[config.mk]
export PLATFORM = sky130hd
export DESIGN_NAME = add_and_bitlogic_alu
export DESIGN_NICKNAME = d
export VERILOG_FILES = /design/src/alu_pkg.sv /design/src/alu_decode.sv /design/src/add_and_bitlogic_alu.sv
export VERILOG_INCLUDE_DIRS = /design/src /design/src/src
export SDC_FILE = /design/constraint.sdc
export NUM_CORES = 1
export LEC_CHECK = 0
export ABC_CLOCK_PERIOD_IN_PS = 7300
export BUFFER_PORTS_ARGS = -buffer_cell sky130_fd_sc_hd__clkbuf_2
export CORE_MARGIN = 3
export CORE_UTILIZATION = 55
export DETAILED_ROUTE_END_ITERATION = 7
export MAX_ROUTING_LAYER = met4
export PLACE_DENSITY = 0.79
export SETUP_SLACK_MARGIN = 0.05
export SYNTH_ARGS = -nofsm -noshare
export SYNTH_HDL_FRONTEND = slang
export SYNTH_SLANG_ARGS = --single-unit
[constraint.sdc]
create_clock -name core_clk -period 7.3 [get_ports core_clk]
set_input_delay 0.365 -clock core_clk [delete_from_list [all_inputs] [get_ports core_clk]]
set_output_delay 0.365 -clock core_clk [all_outputs]
set_load 0.01 [all_outputs]
[src/alu_defines.svh]
// opcode, format and timing constants for the add and bit-logic datapath
`ifndef ALU_DEFINES_SVH
`define ALU_DEFINES_SVH

// opcode group bases, offsets 0..4 select the operand form
`define OPC_ADC_BASE    8'h12
`define OPC_ADD_BASE    8'h02
`define OPC_AND_BASE    8'h52
`define OPC_BAND        8'h67
`define OPC_GROUP_SPAN  4'h4

// instruction byte lengths
`define LEN_SHORT       2'h2
`define LEN_LONG        2'h3

// execution cycle counts
`define CYC_SHORT       4'h4
`define CYC_LONG        4'h6

// flag vector reset value
`define FLAGS_RST       6'h00

// bit-logic second byte layout
`define BIT_SEL_POS     0
`define BIT_IDX_LSB     1
`define BIT_IDX_MSB     3
`define BIT_REG_LSB     4
`define BIT_REG_MSB     7

`endif

[src/alu_pkg.sv]
// types shared by the add and bit-logic datapath and its decoder
package alu_pkg;

	typedef enum logic [1:0] {
		OP_ADC,
		OP_ADD,
		OP_AND,
		OP_BAND
	} op_t;

	typedef enum logic [2:0] {
		FORM_WORK_PAIR,
		FORM_WORK_IND,
		FORM_REG_PAIR,
		FORM_REG_IND,
		FORM_IMM,
		FORM_BIT
	} form_t;

	typedef struct packed {
		logic c;
		logic z;
		logic s;
		logic v;
		logic d;
		logic h;
	} flags_t;

	typedef struct packed {
		logic [7:0] opcode;
		logic [7:0] byte2;
		logic [7:0] byte3;
	} cmd_t;

	typedef struct packed {
		logic       en;
		logic [7:0] addr;
		logic [7:0] data;
	} rf_wr_t;

	typedef struct packed {
		logic         legal;
		op_t          op;
		form_t        form;
		logic [1:0]   nbytes;
		logic [3:0]   ncycles;
	} dec_t;

endpackage

[src/alu_decode.sv]
// opcode decoder: operation, operand form, length and cycle count
`timescale 1ns/1ps
`include "alu_defines.svh"

module alu_decode (
	// opcode in
	input  wire logic [7:0]    opcode,
	// decoded fields out
	output alu_pkg::dec_t      dec
);

	logic [7:0] off_adc;
	logic [7:0] off_add;
	logic [7:0] off_and;
	logic [2:0] form_idx;

	assign off_adc = opcode - `OPC_ADC_BASE;
	assign off_add = opcode - `OPC_ADD_BASE;
	assign off_and = opcode - `OPC_AND_BASE;

	always_comb begin
		dec          = '0;
		dec.op       = alu_pkg::OP_ADD;
		dec.form     = alu_pkg::FORM_WORK_PAIR;
		form_idx     = 3'h0;
		dec.nbytes   = `LEN_LONG;
		dec.ncycles  = `CYC_LONG;
		if (off_adc <= 8'(`OPC_GROUP_SPAN)) begin
			dec.legal = 1'b1;
			dec.op    = alu_pkg::OP_ADC;
			form_idx  = off_adc[2:0];
		end else if (off_add <= 8'(`OPC_GROUP_SPAN)) begin
			dec.legal = 1'b1;
			dec.op    = alu_pkg::OP_ADD;
			form_idx  = off_add[2:0];
		end else if (off_and <= 8'(`OPC_GROUP_SPAN)) begin
			dec.legal = 1'b1;
			dec.op    = alu_pkg::OP_AND;
			form_idx  = off_and[2:0];
		end else if (opcode == `OPC_BAND) begin
			dec.legal = 1'b1;
			dec.op    = alu_pkg::OP_BAND;
		end
		if (dec.op == alu_pkg::OP_BAND) begin
			dec.form = alu_pkg::FORM_BIT;
		end else begin
			case (form_idx)
				3'h0: dec.form = alu_pkg::FORM_WORK_PAIR;
				3'h1: dec.form = alu_pkg::FORM_WORK_IND;
				3'h2: dec.form = alu_pkg::FORM_REG_PAIR;
				3'h3: dec.form = alu_pkg::FORM_REG_IND;
				default: dec.form = alu_pkg::FORM_IMM;
			endcase
		end
		if (dec.form == alu_pkg::FORM_WORK_PAIR) begin
			dec.ncycles = `CYC_SHORT;
		end
		if (dec.form == alu_pkg::FORM_WORK_PAIR || dec.form == alu_pkg::FORM_WORK_IND) begin
			dec.nbytes = `LEN_SHORT;
		end
	end

endmodule

[src/add_and_bitlogic_alu.sv]
// add, add-with-carry, byte and and bit-and datapath with operand fetch
// What this block does
// - add-with-carry writes dst plus src plus carry to dst; src untouched.
// - plain add writes dst plus src to dst, no carry in; src untouched.
// - after adds, carry flag is the carry out of bit 7.
// - after adds, zero and sign follow result; decimal-adjust flag cleared.
// - after adds, overflow set when like-signed operands give opposite-signed result.
// - after adds, half-carry is the carry out of bit 3.
// - byte and stores dst and src bitwise into dst; src untouched.
// - after byte and: zero, sign from bit 7, overflow cleared, others kept.
// - opcodes 12-16 adc, 02-06 add, 52-56 and; lowest is short form.
// - group offsets select work pair, work indirect, reg pair, reg indirect, immediate.
// - opcode 67 bit-and; selector picks dst bit0 or dst bit b form.
// - second byte splits into register, bit index, selector; one dst bit changes.
// - after bit-and: zero is the inverse of the result bit, sign cleared, other flags kept.
`timescale 1ns/1ps
`include "alu_defines.svh"

module add_and_bitlogic_alu (
	// clock and reset
	input  wire logic            core_clk,
	input  wire logic            sys_rst,
	// instruction from the sequencer
	input  wire logic            start,
	input  alu_pkg::cmd_t        cmd,
	input  alu_pkg::flags_t      flags_in,
	input  wire logic [3:0]      work_bank,
	output logic                 busy_q,
	output logic                 done_q,
	output logic                 illegal_q,
	output logic [1:0]           nbytes_q,
	output logic [3:0]           ncycles_q,
	// flag update
	output alu_pkg::flags_t      flags_q,
	output logic                 flags_we_q,
	// register file read port
	output logic                 rf_rd_req_q,
	output logic [7:0]           rf_rd_addr_q,
	input  wire logic            rf_rd_valid,
	input  wire logic [7:0]      rf_rd_data,
	// register file write port
	output alu_pkg::rf_wr_t      rf_wr_q
);

	typedef enum logic [2:0] {
		S_IDLE,
		S_IND,
		S_SRC,
		S_DST,
		S_WB
	} state_t;

	state_t          state_q;
	alu_pkg::dec_t   dec;
	alu_pkg::op_t    op_q;
	alu_pkg::flags_t fin_q;
	logic [7:0]      dst_addr_q;
	logic [7:0]      src_val_q;
	logic [7:0]      dst_val_q;
	logic [2:0]      bit_idx_q;
	logic            bit_sel_q;
	logic [7:0]      src_addr_d;
	logic [7:0]      dst_addr_d;
	logic            rd_take;

	// result path
	logic [7:0]      res;
	alu_pkg::flags_t flags_d;
	logic [8:0]      sum9;
	logic [4:0]      sum_lo;
	logic            cin;
	logic            rbit;

	// working registers sit in the bank selected by the pointer
	function automatic logic [7:0] work_addr(input logic [3:0] bank, input logic [3:0] r);
		return {bank, r};
	endfunction

	alu_decode u_decode (
		.opcode (cmd.opcode),
		.dec    (dec)
	);

	// operand addresses per form
	always_comb begin
		src_addr_d = cmd.byte2;
		dst_addr_d = cmd.byte3;
		unique case (dec.form)
			alu_pkg::FORM_WORK_PAIR,
			alu_pkg::FORM_WORK_IND: begin
				src_addr_d = work_addr(work_bank, cmd.byte2[3:0]);
				dst_addr_d = work_addr(work_bank, cmd.byte2[7:4]);
			end
			alu_pkg::FORM_REG_PAIR,
			alu_pkg::FORM_REG_IND: begin
				src_addr_d = cmd.byte2;
				dst_addr_d = cmd.byte3;
			end
			alu_pkg::FORM_IMM: begin
				src_addr_d = cmd.byte3;
				dst_addr_d = cmd.byte2;
			end
			alu_pkg::FORM_BIT: begin
				if (cmd.byte2[`BIT_SEL_POS]) begin
					src_addr_d = work_addr(work_bank, cmd.byte2[`BIT_REG_MSB:`BIT_REG_LSB]);
					dst_addr_d = cmd.byte3;
				end else begin
					src_addr_d = cmd.byte3;
					dst_addr_d = work_addr(work_bank, cmd.byte2[`BIT_REG_MSB:`BIT_REG_LSB]);
				end
			end
		endcase
	end

	assign rd_take = rf_rd_req_q && rf_rd_valid;

	// sequencing of operand fetch and write-back
	always_ff @(posedge core_clk) begin
		if (sys_rst) begin
			state_q <= S_IDLE;
		end else begin
			unique case (state_q)
				S_IDLE: begin
					if (start && dec.legal) begin
						if (dec.form == alu_pkg::FORM_WORK_IND || dec.form == alu_pkg::FORM_REG_IND) begin
							state_q <= S_IND;
						end else if (dec.form == alu_pkg::FORM_IMM) begin
							state_q <= S_DST;
						end else begin
							state_q <= S_SRC;
						end
					end
				end
				S_IND: if (rd_take) state_q <= S_SRC;
				S_SRC: if (rd_take) state_q <= S_DST;
				S_DST: if (rd_take) state_q <= S_WB;
				S_WB:  state_q <= S_IDLE;
			endcase
		end
	end

	// instruction fields held for the whole operation
	always_ff @(posedge core_clk) begin
		if (sys_rst) begin
			op_q       <= alu_pkg::OP_ADD;
			fin_q      <= `FLAGS_RST;
			bit_idx_q  <= 3'h0;
			bit_sel_q  <= 1'b0;
			dst_addr_q <= 8'h00;
			nbytes_q   <= 2'h0;
			ncycles_q  <= 4'h0;
		end else if (state_q == S_IDLE && start && dec.legal) begin
			op_q       <= dec.op;
			fin_q      <= flags_in;
			bit_idx_q  <= cmd.byte2[`BIT_IDX_MSB:`BIT_IDX_LSB];
			bit_sel_q  <= cmd.byte2[`BIT_SEL_POS];
			dst_addr_q <= dst_addr_d;
			nbytes_q   <= dec.nbytes;
			ncycles_q  <= dec.ncycles;
		end
	end

	// operand capture; immediate byte stands in for the source value
	always_ff @(posedge core_clk) begin
		if (sys_rst) begin
			src_val_q <= 8'h00;
			dst_val_q <= 8'h00;
		end else if (state_q == S_IDLE && start && dec.legal) begin
			src_val_q <= cmd.byte3;
		end else if (rd_take) begin
			// pointer data goes straight to the read address, not here
			unique case (state_q)
				S_SRC:   src_val_q <= rf_rd_data;
				S_DST:   dst_val_q <= rf_rd_data;
				default: src_val_q <= src_val_q;
			endcase
		end
	end

	// read request stays up until the register file answers
	always_ff @(posedge core_clk) begin
		if (sys_rst) begin
			rf_rd_req_q  <= 1'b0;
			rf_rd_addr_q <= 8'h00;
		end else if (state_q == S_IDLE) begin
			rf_rd_req_q <= start && dec.legal;
			if (dec.form == alu_pkg::FORM_IMM) begin
				rf_rd_addr_q <= dst_addr_d;
			end else begin
				rf_rd_addr_q <= src_addr_d;
			end
		end else if (rd_take) begin
			rf_rd_req_q <= (state_q != S_DST);
			if (state_q == S_IND) begin
				rf_rd_addr_q <= rf_rd_data;
			end else begin
				rf_rd_addr_q <= dst_addr_q;
			end
		end
	end

	// arithmetic and logic
	always_comb begin
		cin     = (op_q == alu_pkg::OP_ADC) ? fin_q.c : 1'b0;
		sum9    = {1'b0, dst_val_q} + {1'b0, src_val_q} + {8'h00, cin};
		sum_lo  = {1'b0, dst_val_q[3:0]} + {1'b0, src_val_q[3:0]} + {4'h0, cin};
		flags_d = fin_q;
		res     = dst_val_q;
		rbit    = 1'b0;
		unique case (op_q)
			alu_pkg::OP_ADC,
			alu_pkg::OP_ADD: begin
				res       = sum9[7:0];
				flags_d.c = sum9[8];
				flags_d.z = (sum9[7:0] == 8'h00);
				flags_d.s = sum9[7];
				flags_d.d = 1'b0;
				flags_d.v = (dst_val_q[7] == src_val_q[7]) && (sum9[7] != dst_val_q[7]);
				flags_d.h = sum_lo[4];
			end
			alu_pkg::OP_AND: begin
				res       = dst_val_q & src_val_q;
				flags_d.z = (res == 8'h00);
				flags_d.s = res[7];
				flags_d.v = 1'b0;
			end
			alu_pkg::OP_BAND: begin
				if (bit_sel_q) begin
					rbit           = dst_val_q[bit_idx_q] & src_val_q[0];
					res[bit_idx_q] = rbit;
				end else begin
					rbit   = dst_val_q[0] & src_val_q[bit_idx_q];
					res[0] = rbit;
				end
				// overflow is undefined here; holding it costs nothing
				flags_d.z = ~rbit;
				flags_d.s = 1'b0;
			end
		endcase
	end

	// write-back: only the destination is ever written
	always_ff @(posedge core_clk) begin
		if (sys_rst) begin
			rf_wr_q    <= '0;
			flags_q    <= `FLAGS_RST;
			flags_we_q <= 1'b0;
			done_q     <= 1'b0;
		end else begin
			rf_wr_q.en <= (state_q == S_WB);
			flags_we_q <= (state_q == S_WB);
			done_q     <= (state_q == S_WB);
			if (state_q == S_WB) begin
				rf_wr_q.addr <= dst_addr_q;
				rf_wr_q.data <= res;
				flags_q      <= flags_d;
			end
		end
	end

	// status to the sequencer
	always_ff @(posedge core_clk) begin
		if (sys_rst) begin
			busy_q    <= 1'b0;
			illegal_q <= 1'b0;
		end else begin
			illegal_q <= (state_q == S_IDLE) && start && !dec.legal;
			if (state_q == S_IDLE) begin
				busy_q <= start && dec.legal;
			end else if (state_q == S_WB) begin
				busy_q <= 1'b0;
			end
		end
	end

endmodule

==> results.ini, run 1 <==
[sta]
slew_violations = 0
finClkSkew_ns = 0.01435
hold-worst-slack_ns = 0.2313
tightest_slew_ns = 1.235
fin_tns_setup_ns = 0
slew_headroom_pct = 17.65
max_freq_mhz = 280.1
hold_violations = 0
fin_crit_sh_pct = 48.90
final.setup.worst_slack_ns = 3.730
min_period_ns = 3.570
rsz0062_at_grt = false
finalSetupViolCount = 0

[logic_synthesis]
synthDistinctLibCells = 69
syn_avg_cell_area_um2 = 7.977
syn_inst = 572
postSynth.asyncResetShare_pct = 0
synth_top_area_share_pct = 32.47
synth_warnings = 0
ys_top_cells_by_area = dfxtp_1, mux2i_1, nand2_1, nor2_1, a21oi_1
synth.largest_area_cell = dfxtp_1
ys.flop_type = dfxtp_1
synth_edf_count = 0
yosysSeqAreaShare_pct = 32.47
netlist_area_um2 = 4563
ys_seq_elements = 74

[drt]
num_vias = 4412
vias_per_cell = 6.060
drtIter0Drc = 322
dr.pass1.iters = 5
wl_per_cell_um = 17.30
antenna_left = 0
wl_mm = 12.60
drc = 0

[pwr]
p_leak_nw = 1.930
p_per_area_nw_per_um2 = 170.8
power_mw = 0.8716
ir_drop_mv = 0.1161

[global_route]
grt_remaining_overflow = 0
grt_pass1_wl_mm = 20.84
grt_max_degree = 76
grt_pass1_vias = 4192
antenna_found_initial = 0
grtUsageTotal_pct = 27.58

[clocking]
holdBufCountCts = 0
ctsResizeCount = 0
cts_max_level = 3
clkSinkCount = 74
cts_buffers = 9
insertion_delay_ns = 0.36
cts.clk_slew.worst_paths_ns = 0.10
cts_root_buf = clkbuf_8
cts_tree = built
cts_setup_buffers = 0
cts_max_path_buffers = 2

[worst_setup_path]
critPathCaptureType = register
critPathLaunchType = register
arrival_ns = 3.84
cp_max_fo = 26
required_ns = 7.57
crit_type = register to register

[place]
port_buffers = 83
preCtsSetupSlack_ns = 3.753
gp_congestion = 0.9513
dp_hpwl_mm = 9.223

[final_layout]
nNetsFinal = 679
drive_gt1_share_pct = 19.49
diodes = 0
syn_to_final_growth_pct = 11.82

[job]
cap_violations = 0

[floorplanning]
coreArea_um2 = 7888
start_util_pct = 57.85
die_area_um2 = 9426
die_w_um = 97.09
fp.dieH_um = 97.09
rows = 32
pin_count = 88

[run_status]
status = finished, final reports clean

[worst_hold_path]
hold_class = input pin to register

==> synthesized netlist by cell type, types with 8 or more instances <==
master	number
nor2_1	71
a311oi_1	8
inv_1	8
ha_1	10
a221oi_1	10
a21oi_1	49
mux2i_1	41
o21ai_0	26
nor2b_1	9
nand3_1	8
nor3_1	13
dfxtp_1	74
clkbuf_1	29
a211oi_1	15
nand2_1	77
buf_4	9
==> metal layers <==
metal  vias to the layer above  GRT usage [%]  wire [µm]
li1                       2147              -          -
met1                      2051          37.85       5625
met2                       196          42.09       5785
met3                        18          5.384        997
met4                         0          6.695        187
met5                         -              -          0
==> final cells by class <==
cell class / instances / area [µm²]
Multi-Input combinational cell: 441 / 2810
Fill cell: 694 / 2785
Clock inverter: 7 / 83.83
Tap cell: 102 / 127.6
Clock buffer: 9 / 123.9
Sequential cell: 74 / 1481
Timing Repair Buffer: 87 / 445.4
Inverter: 8 / 30.03
==> flip-flops by register name, summed over array words and instances (netlist names) <==
| signal | flops |
|---|---|
| rf_wr_q | 17 |
| dst_addr_q | 8 |
| dst_val_q | 8 |
| rf_rd_addr_q | 8 |
| src_val_q | 8 |
| flags_q | 6 |
| fin_q | 4 |
| bit_idx_q | 3 |
| state_q | 3 |
| ncycles_q | 2 |
| op_q | 2 |
| bit_sel_q | 1 |
| busy_q | 1 |
| illegal_q | 1 |
| nbytes_q | 1 |
| rf_rd_req_q | 1 |
==> power by group <==
part | total, mW | internal [mW] | leakage [nW] | switching (mW)
sequential | 0.424 | 0.413 | 0.599 | 0.0107
clock | 0.337 | 0.164 | 0.102 | 0.174
combinational | 0.110 | 0.0433 | 1.23 | 0.0670
==> kinds of logic after synthesis <==
group / synth area share, %
adders and majority gates: 3.866
buffers and inverters: 6.169
and+or+nand+nor: 21.94
DFF: 32.47
xor gates and xnor gates: 1.536
other: 0.08218
muxes: 11.21
AOI/OAI and AO/OA: 22.73
==> per-stage QoR <==
step | instance area (µm²) | utilization (%) | instances
after floorplan | 4567 | - | 573
after global placement | 4895 | 62.06 | 712
after detailed placement | 4895 | 62.06 | 712
after CTS | 5102 | 64.69 | 728
after global routing | 5102 | 64.69 | 728
final | 5102 | 64.69 | 728
==> layout by cell type, fill, tap and decap left out, types with 3 or more instances in the layout <==
cell type / instances
o21ai_0: 26
inv_1: 8
mux2i_1: 41
ha_1: 10
nand4_1: 4
nor3_1: 13
o21a_1: 3
nand2b_1: 6
a211oi_1: 15
xnor2_1: 6
dfxtp_1: 74
a21oi_1: 49
nor2_1: 71
clkbuf_8: 9
o21bai_1: 6
or3_1: 4
o211ai_1: 6
a311oi_1: 8
nand3_1: 8
a221oi_1: 10
clkbuf_2: 83
nor2b_1: 9
buf_4: 4
nand2_1: 77
nor3b_1: 4
and2_1: 6
mux4_2: 4
==> worst max-delay path, cell delays in order, from the launching register on <==
cell and delay (ns):
dfxtp_1 0.60, or3_1 0.49, fa_1 0.42, fa_1 0.42
nor2b_1 0.14, o21ai_0 0.08, nand2b_1 0.20, a211oi_1 0.12
nor2_1 0.16, nor2_1 0.08, or4_1 0.53, a311oi_1 0.26
==> final timing paths <==
kind | startpoint | to | slack (ns) | cells past startpoint
setup / recovery | op_q[1] | flags_q[4] | 3.73 | 11
hold / removal | flags_in[5] | fin_q[5] | 0.23 | 3
setup reg to reg | op_q[1] | flags_q[4] | 3.73 | 11
hold reg to reg | rf_wr_q[14] | rf_wr_q[14] | 0.46 | 2
Note: power is estimated with default switching activity, not from simulation.
==> run 2, diff against run 1 <==
--- a/config.mk
+++ b/config.mk
@@ -6,13 +6,13 @@
 export SDC_FILE = /design/constraint.sdc
 export NUM_CORES = 1
 export LEC_CHECK = 0
-export ABC_CLOCK_PERIOD_IN_PS = 7300
+export ABC_CLOCK_PERIOD_IN_PS = 3100
 export BUFFER_PORTS_ARGS = -buffer_cell sky130_fd_sc_hd__clkbuf_2
 export CORE_MARGIN = 3
-export CORE_UTILIZATION = 55
+export CORE_UTILIZATION = 51
 export DETAILED_ROUTE_END_ITERATION = 7
 export MAX_ROUTING_LAYER = met4
-export PLACE_DENSITY = 0.79
+export PLACE_DENSITY = 0.77
 export SETUP_SLACK_MARGIN = 0.05
 export SYNTH_ARGS = -nofsm -noshare
 export SYNTH_HDL_FRONTEND = slang
==> constraint.sdc (replaced) <==
create_clock -name core_clk -period 3.1 [get_ports core_clk]
set_input_delay 0.155 -clock core_clk [delete_from_list [all_inputs] [get_ports core_clk]]
set_output_delay 0.155 -clock core_clk [all_outputs]
set_load 0.01 [all_outputs]
==> results.ini, run 2 (synthesis gave the netlist of run 1 again) <==
[drt]
routed-wl-met3_mm = 1.163
dr_wl_met2_mm = 6.030
drc = 0
wl_mm = 13.21
wirelength_met1_mm = 5.652
wl_per_cell_um = 17.64
vias_per_cell = 6.107
antenna_left = 0
drtIter0Drc = 278
dr.pass1.iters = 5
num_vias = 4574
route.top_layer_used = met4

[final_layout]
drive_gt1_share_pct = 22.83
multi_input_area_um2 = 2840
fill_cells = 736
syn_to_final_growth_pct = 15.71
largest_reg_flops = 17
nNetsFinal = 697
regArea_um2 = 1483
top_register = rf_wr_q
mostFrequentLayoutCells = clkbuf_2, nand2_1, dfxtp_1, nor2_1, a21oi_1
diodes = 0
layout_commonest_cell = clkbuf_2
finalInstanceArea_um2 = 5280

[worst_setup_path]
critPathCaptureType = register
rr_startpoint = fin_q[5]
cp_max_fo = 2
critPathBufInv = 2
critPathLaunchType = register
crit_cells = 13
critPathSlowestCell = or4_1
crit_type = register to register
rr_worst_depth = 13
r2r-end = flags_q[4]
rrSetupSlack_ns = 0.05
arrival_ns = 3.33
cp_slowest_stage_delay_ns = 0.42
startpoint = fin_q[5]
path_delay_family = simple AND/OR/NAND/NOR gates
crit_path_cell_trace = inv_2, or3_4, fa_2, fa_2, nor2b_1, o21ai_1, nand2b_1, buf_4, a211oi_2, nor2_1, nor2_1, or4_1, a311oi_1
cp-endpoint = flags_q[4]
required_ns = 3.37

[place]
dp_hpwl_mm = 9.650
port_buffers = 83
dpl_cell_area_um2 = 4994
gp_congestion = 0.9849

[worst_hold_path]
hp-start = flags_in[2]
hold_class = input pin to register

[global_route]
grt_pass1_vias = 4445
grtUsageTotal_pct = 27.69
grt_pass1_wl_mm = 21.87
antenna_found_initial = 0
grt_remaining_overflow = 0
grt_max_degree = 47

[sta]
min_period_ns = 3.052
fin_crit_sh_pct = 98.45
slew_violations = 0
finalSetupViolCount = 0
tightest_slew_ns = 0.9775
slew_headroom_pct = 34.83
fin_tns_setup_ns = 0
finClkSkew_ns = 0.01104
hold-worst-slack_ns = 0.01472
rsz0062_at_grt = true
hold_violations = 0
max_freq_mhz = 327.7

[pwr]
ir_drop_mv = 0.2936
p_leak_nw = 2.022
p_per_area_nw_per_um2 = 391.6

[floorplanning]
pin_count = 88
start_util_pct = 53.91
fp.dieH_um = 100.6
die_area_um2 = 10120
die_w_um = 100.6
coreArea_um2 = 8464
rows = 33

[run_status]
status = finished, final reports clean

[clocking]
insertion_delay_ns = 0.36
cts_max_level = 3
cts_root_buf = clkbuf_8
cts_tree = built
cts_buffers = 9
cts_max_path_buffers = 2
cts.clk_slew.worst_paths_ns = 0.09
clkSinkCount = 74

[job]
cap_violations = 0

run 2: cell types whose count changed in the layout (fill, tap and decap cells not counted), sizes merged:
cell	change
buf	+16
clkinvlp	+1
clkinv	-2
dlygate4sd3	+2
inv	+1
run 2: worst min path at each step:
stage                                to  slack (ns)  cells after the start
after detailed placement       fin_q[1]        0.38                      3
after floorplan           dst_addr_q[2]        0.29                      2
after CTS                      fin_q[2]       0.004                      3
after global placement         fin_q[2]        0.38                      3
after global routing           fin_q[0]        0.01                      3
final                          fin_q[2]        0.01                      3
run 2: area by class of cell:
class | instances | area share, %
multi-input cells | 441 | 53.79
repair buffers | 105 | 11.16
well taps | 105 | 2.488
flip-flops and latches | 74 | 28.08
clock inverters | 7 | 1.564
clock buffers | 9 | 2.346
inverters | 8 | 0.5687
run 2: power breakdown:
group	leakage [nW]	internal, mW	switching, mW
clock	0.0988	0.386	0.415
sequential	0.600	0.973	0.0202
combinational	1.32	0.109	0.165
run 2: tightest hold or removal path: cells and delay by family:
kind | cells | cell delay (ns)
buf+inv | 1 | 0.08
compound gates | 1 | 0.05
simple gates | 1 | 0.04
run 2: stage by stage:
| step | std cells | util (%) | setup slack, ns | power, mW |
|---|---|---|---|---|
| after CTS | 749 | 62.28 | 0.07014 | 2.065 |
| final | 749 | 62.38 | 0.04813 | 2.068 |
| after floorplan | 573 | - | 0.05256 | 1.185 |
| after global routing | 749 | 62.38 | -0.04442 | 2.136 |
| after global placement | 727 | 58.99 | 0.2060 | 1.273 |
| after detailed placement | 727 | 58.99 | 0.05486 | 1.279 |
run 2: what timing repair did:
item | in CTS | in global routing
resized for setup | 6 | 5
endpoints found under the setup margin | 1 | 2
hold buffers | 2 | 0
hold endpoints to repair | 2 | 0
buffers inserted | 4 | 0
pin swaps | 8 | 5
run 2: per-layer routing:
metal,track usage [%],up-vias
met5,-,-
met4,10.05,0
met3,5.536,35
met2,41.57,235
met1,37.03,2127
li1,-,2177
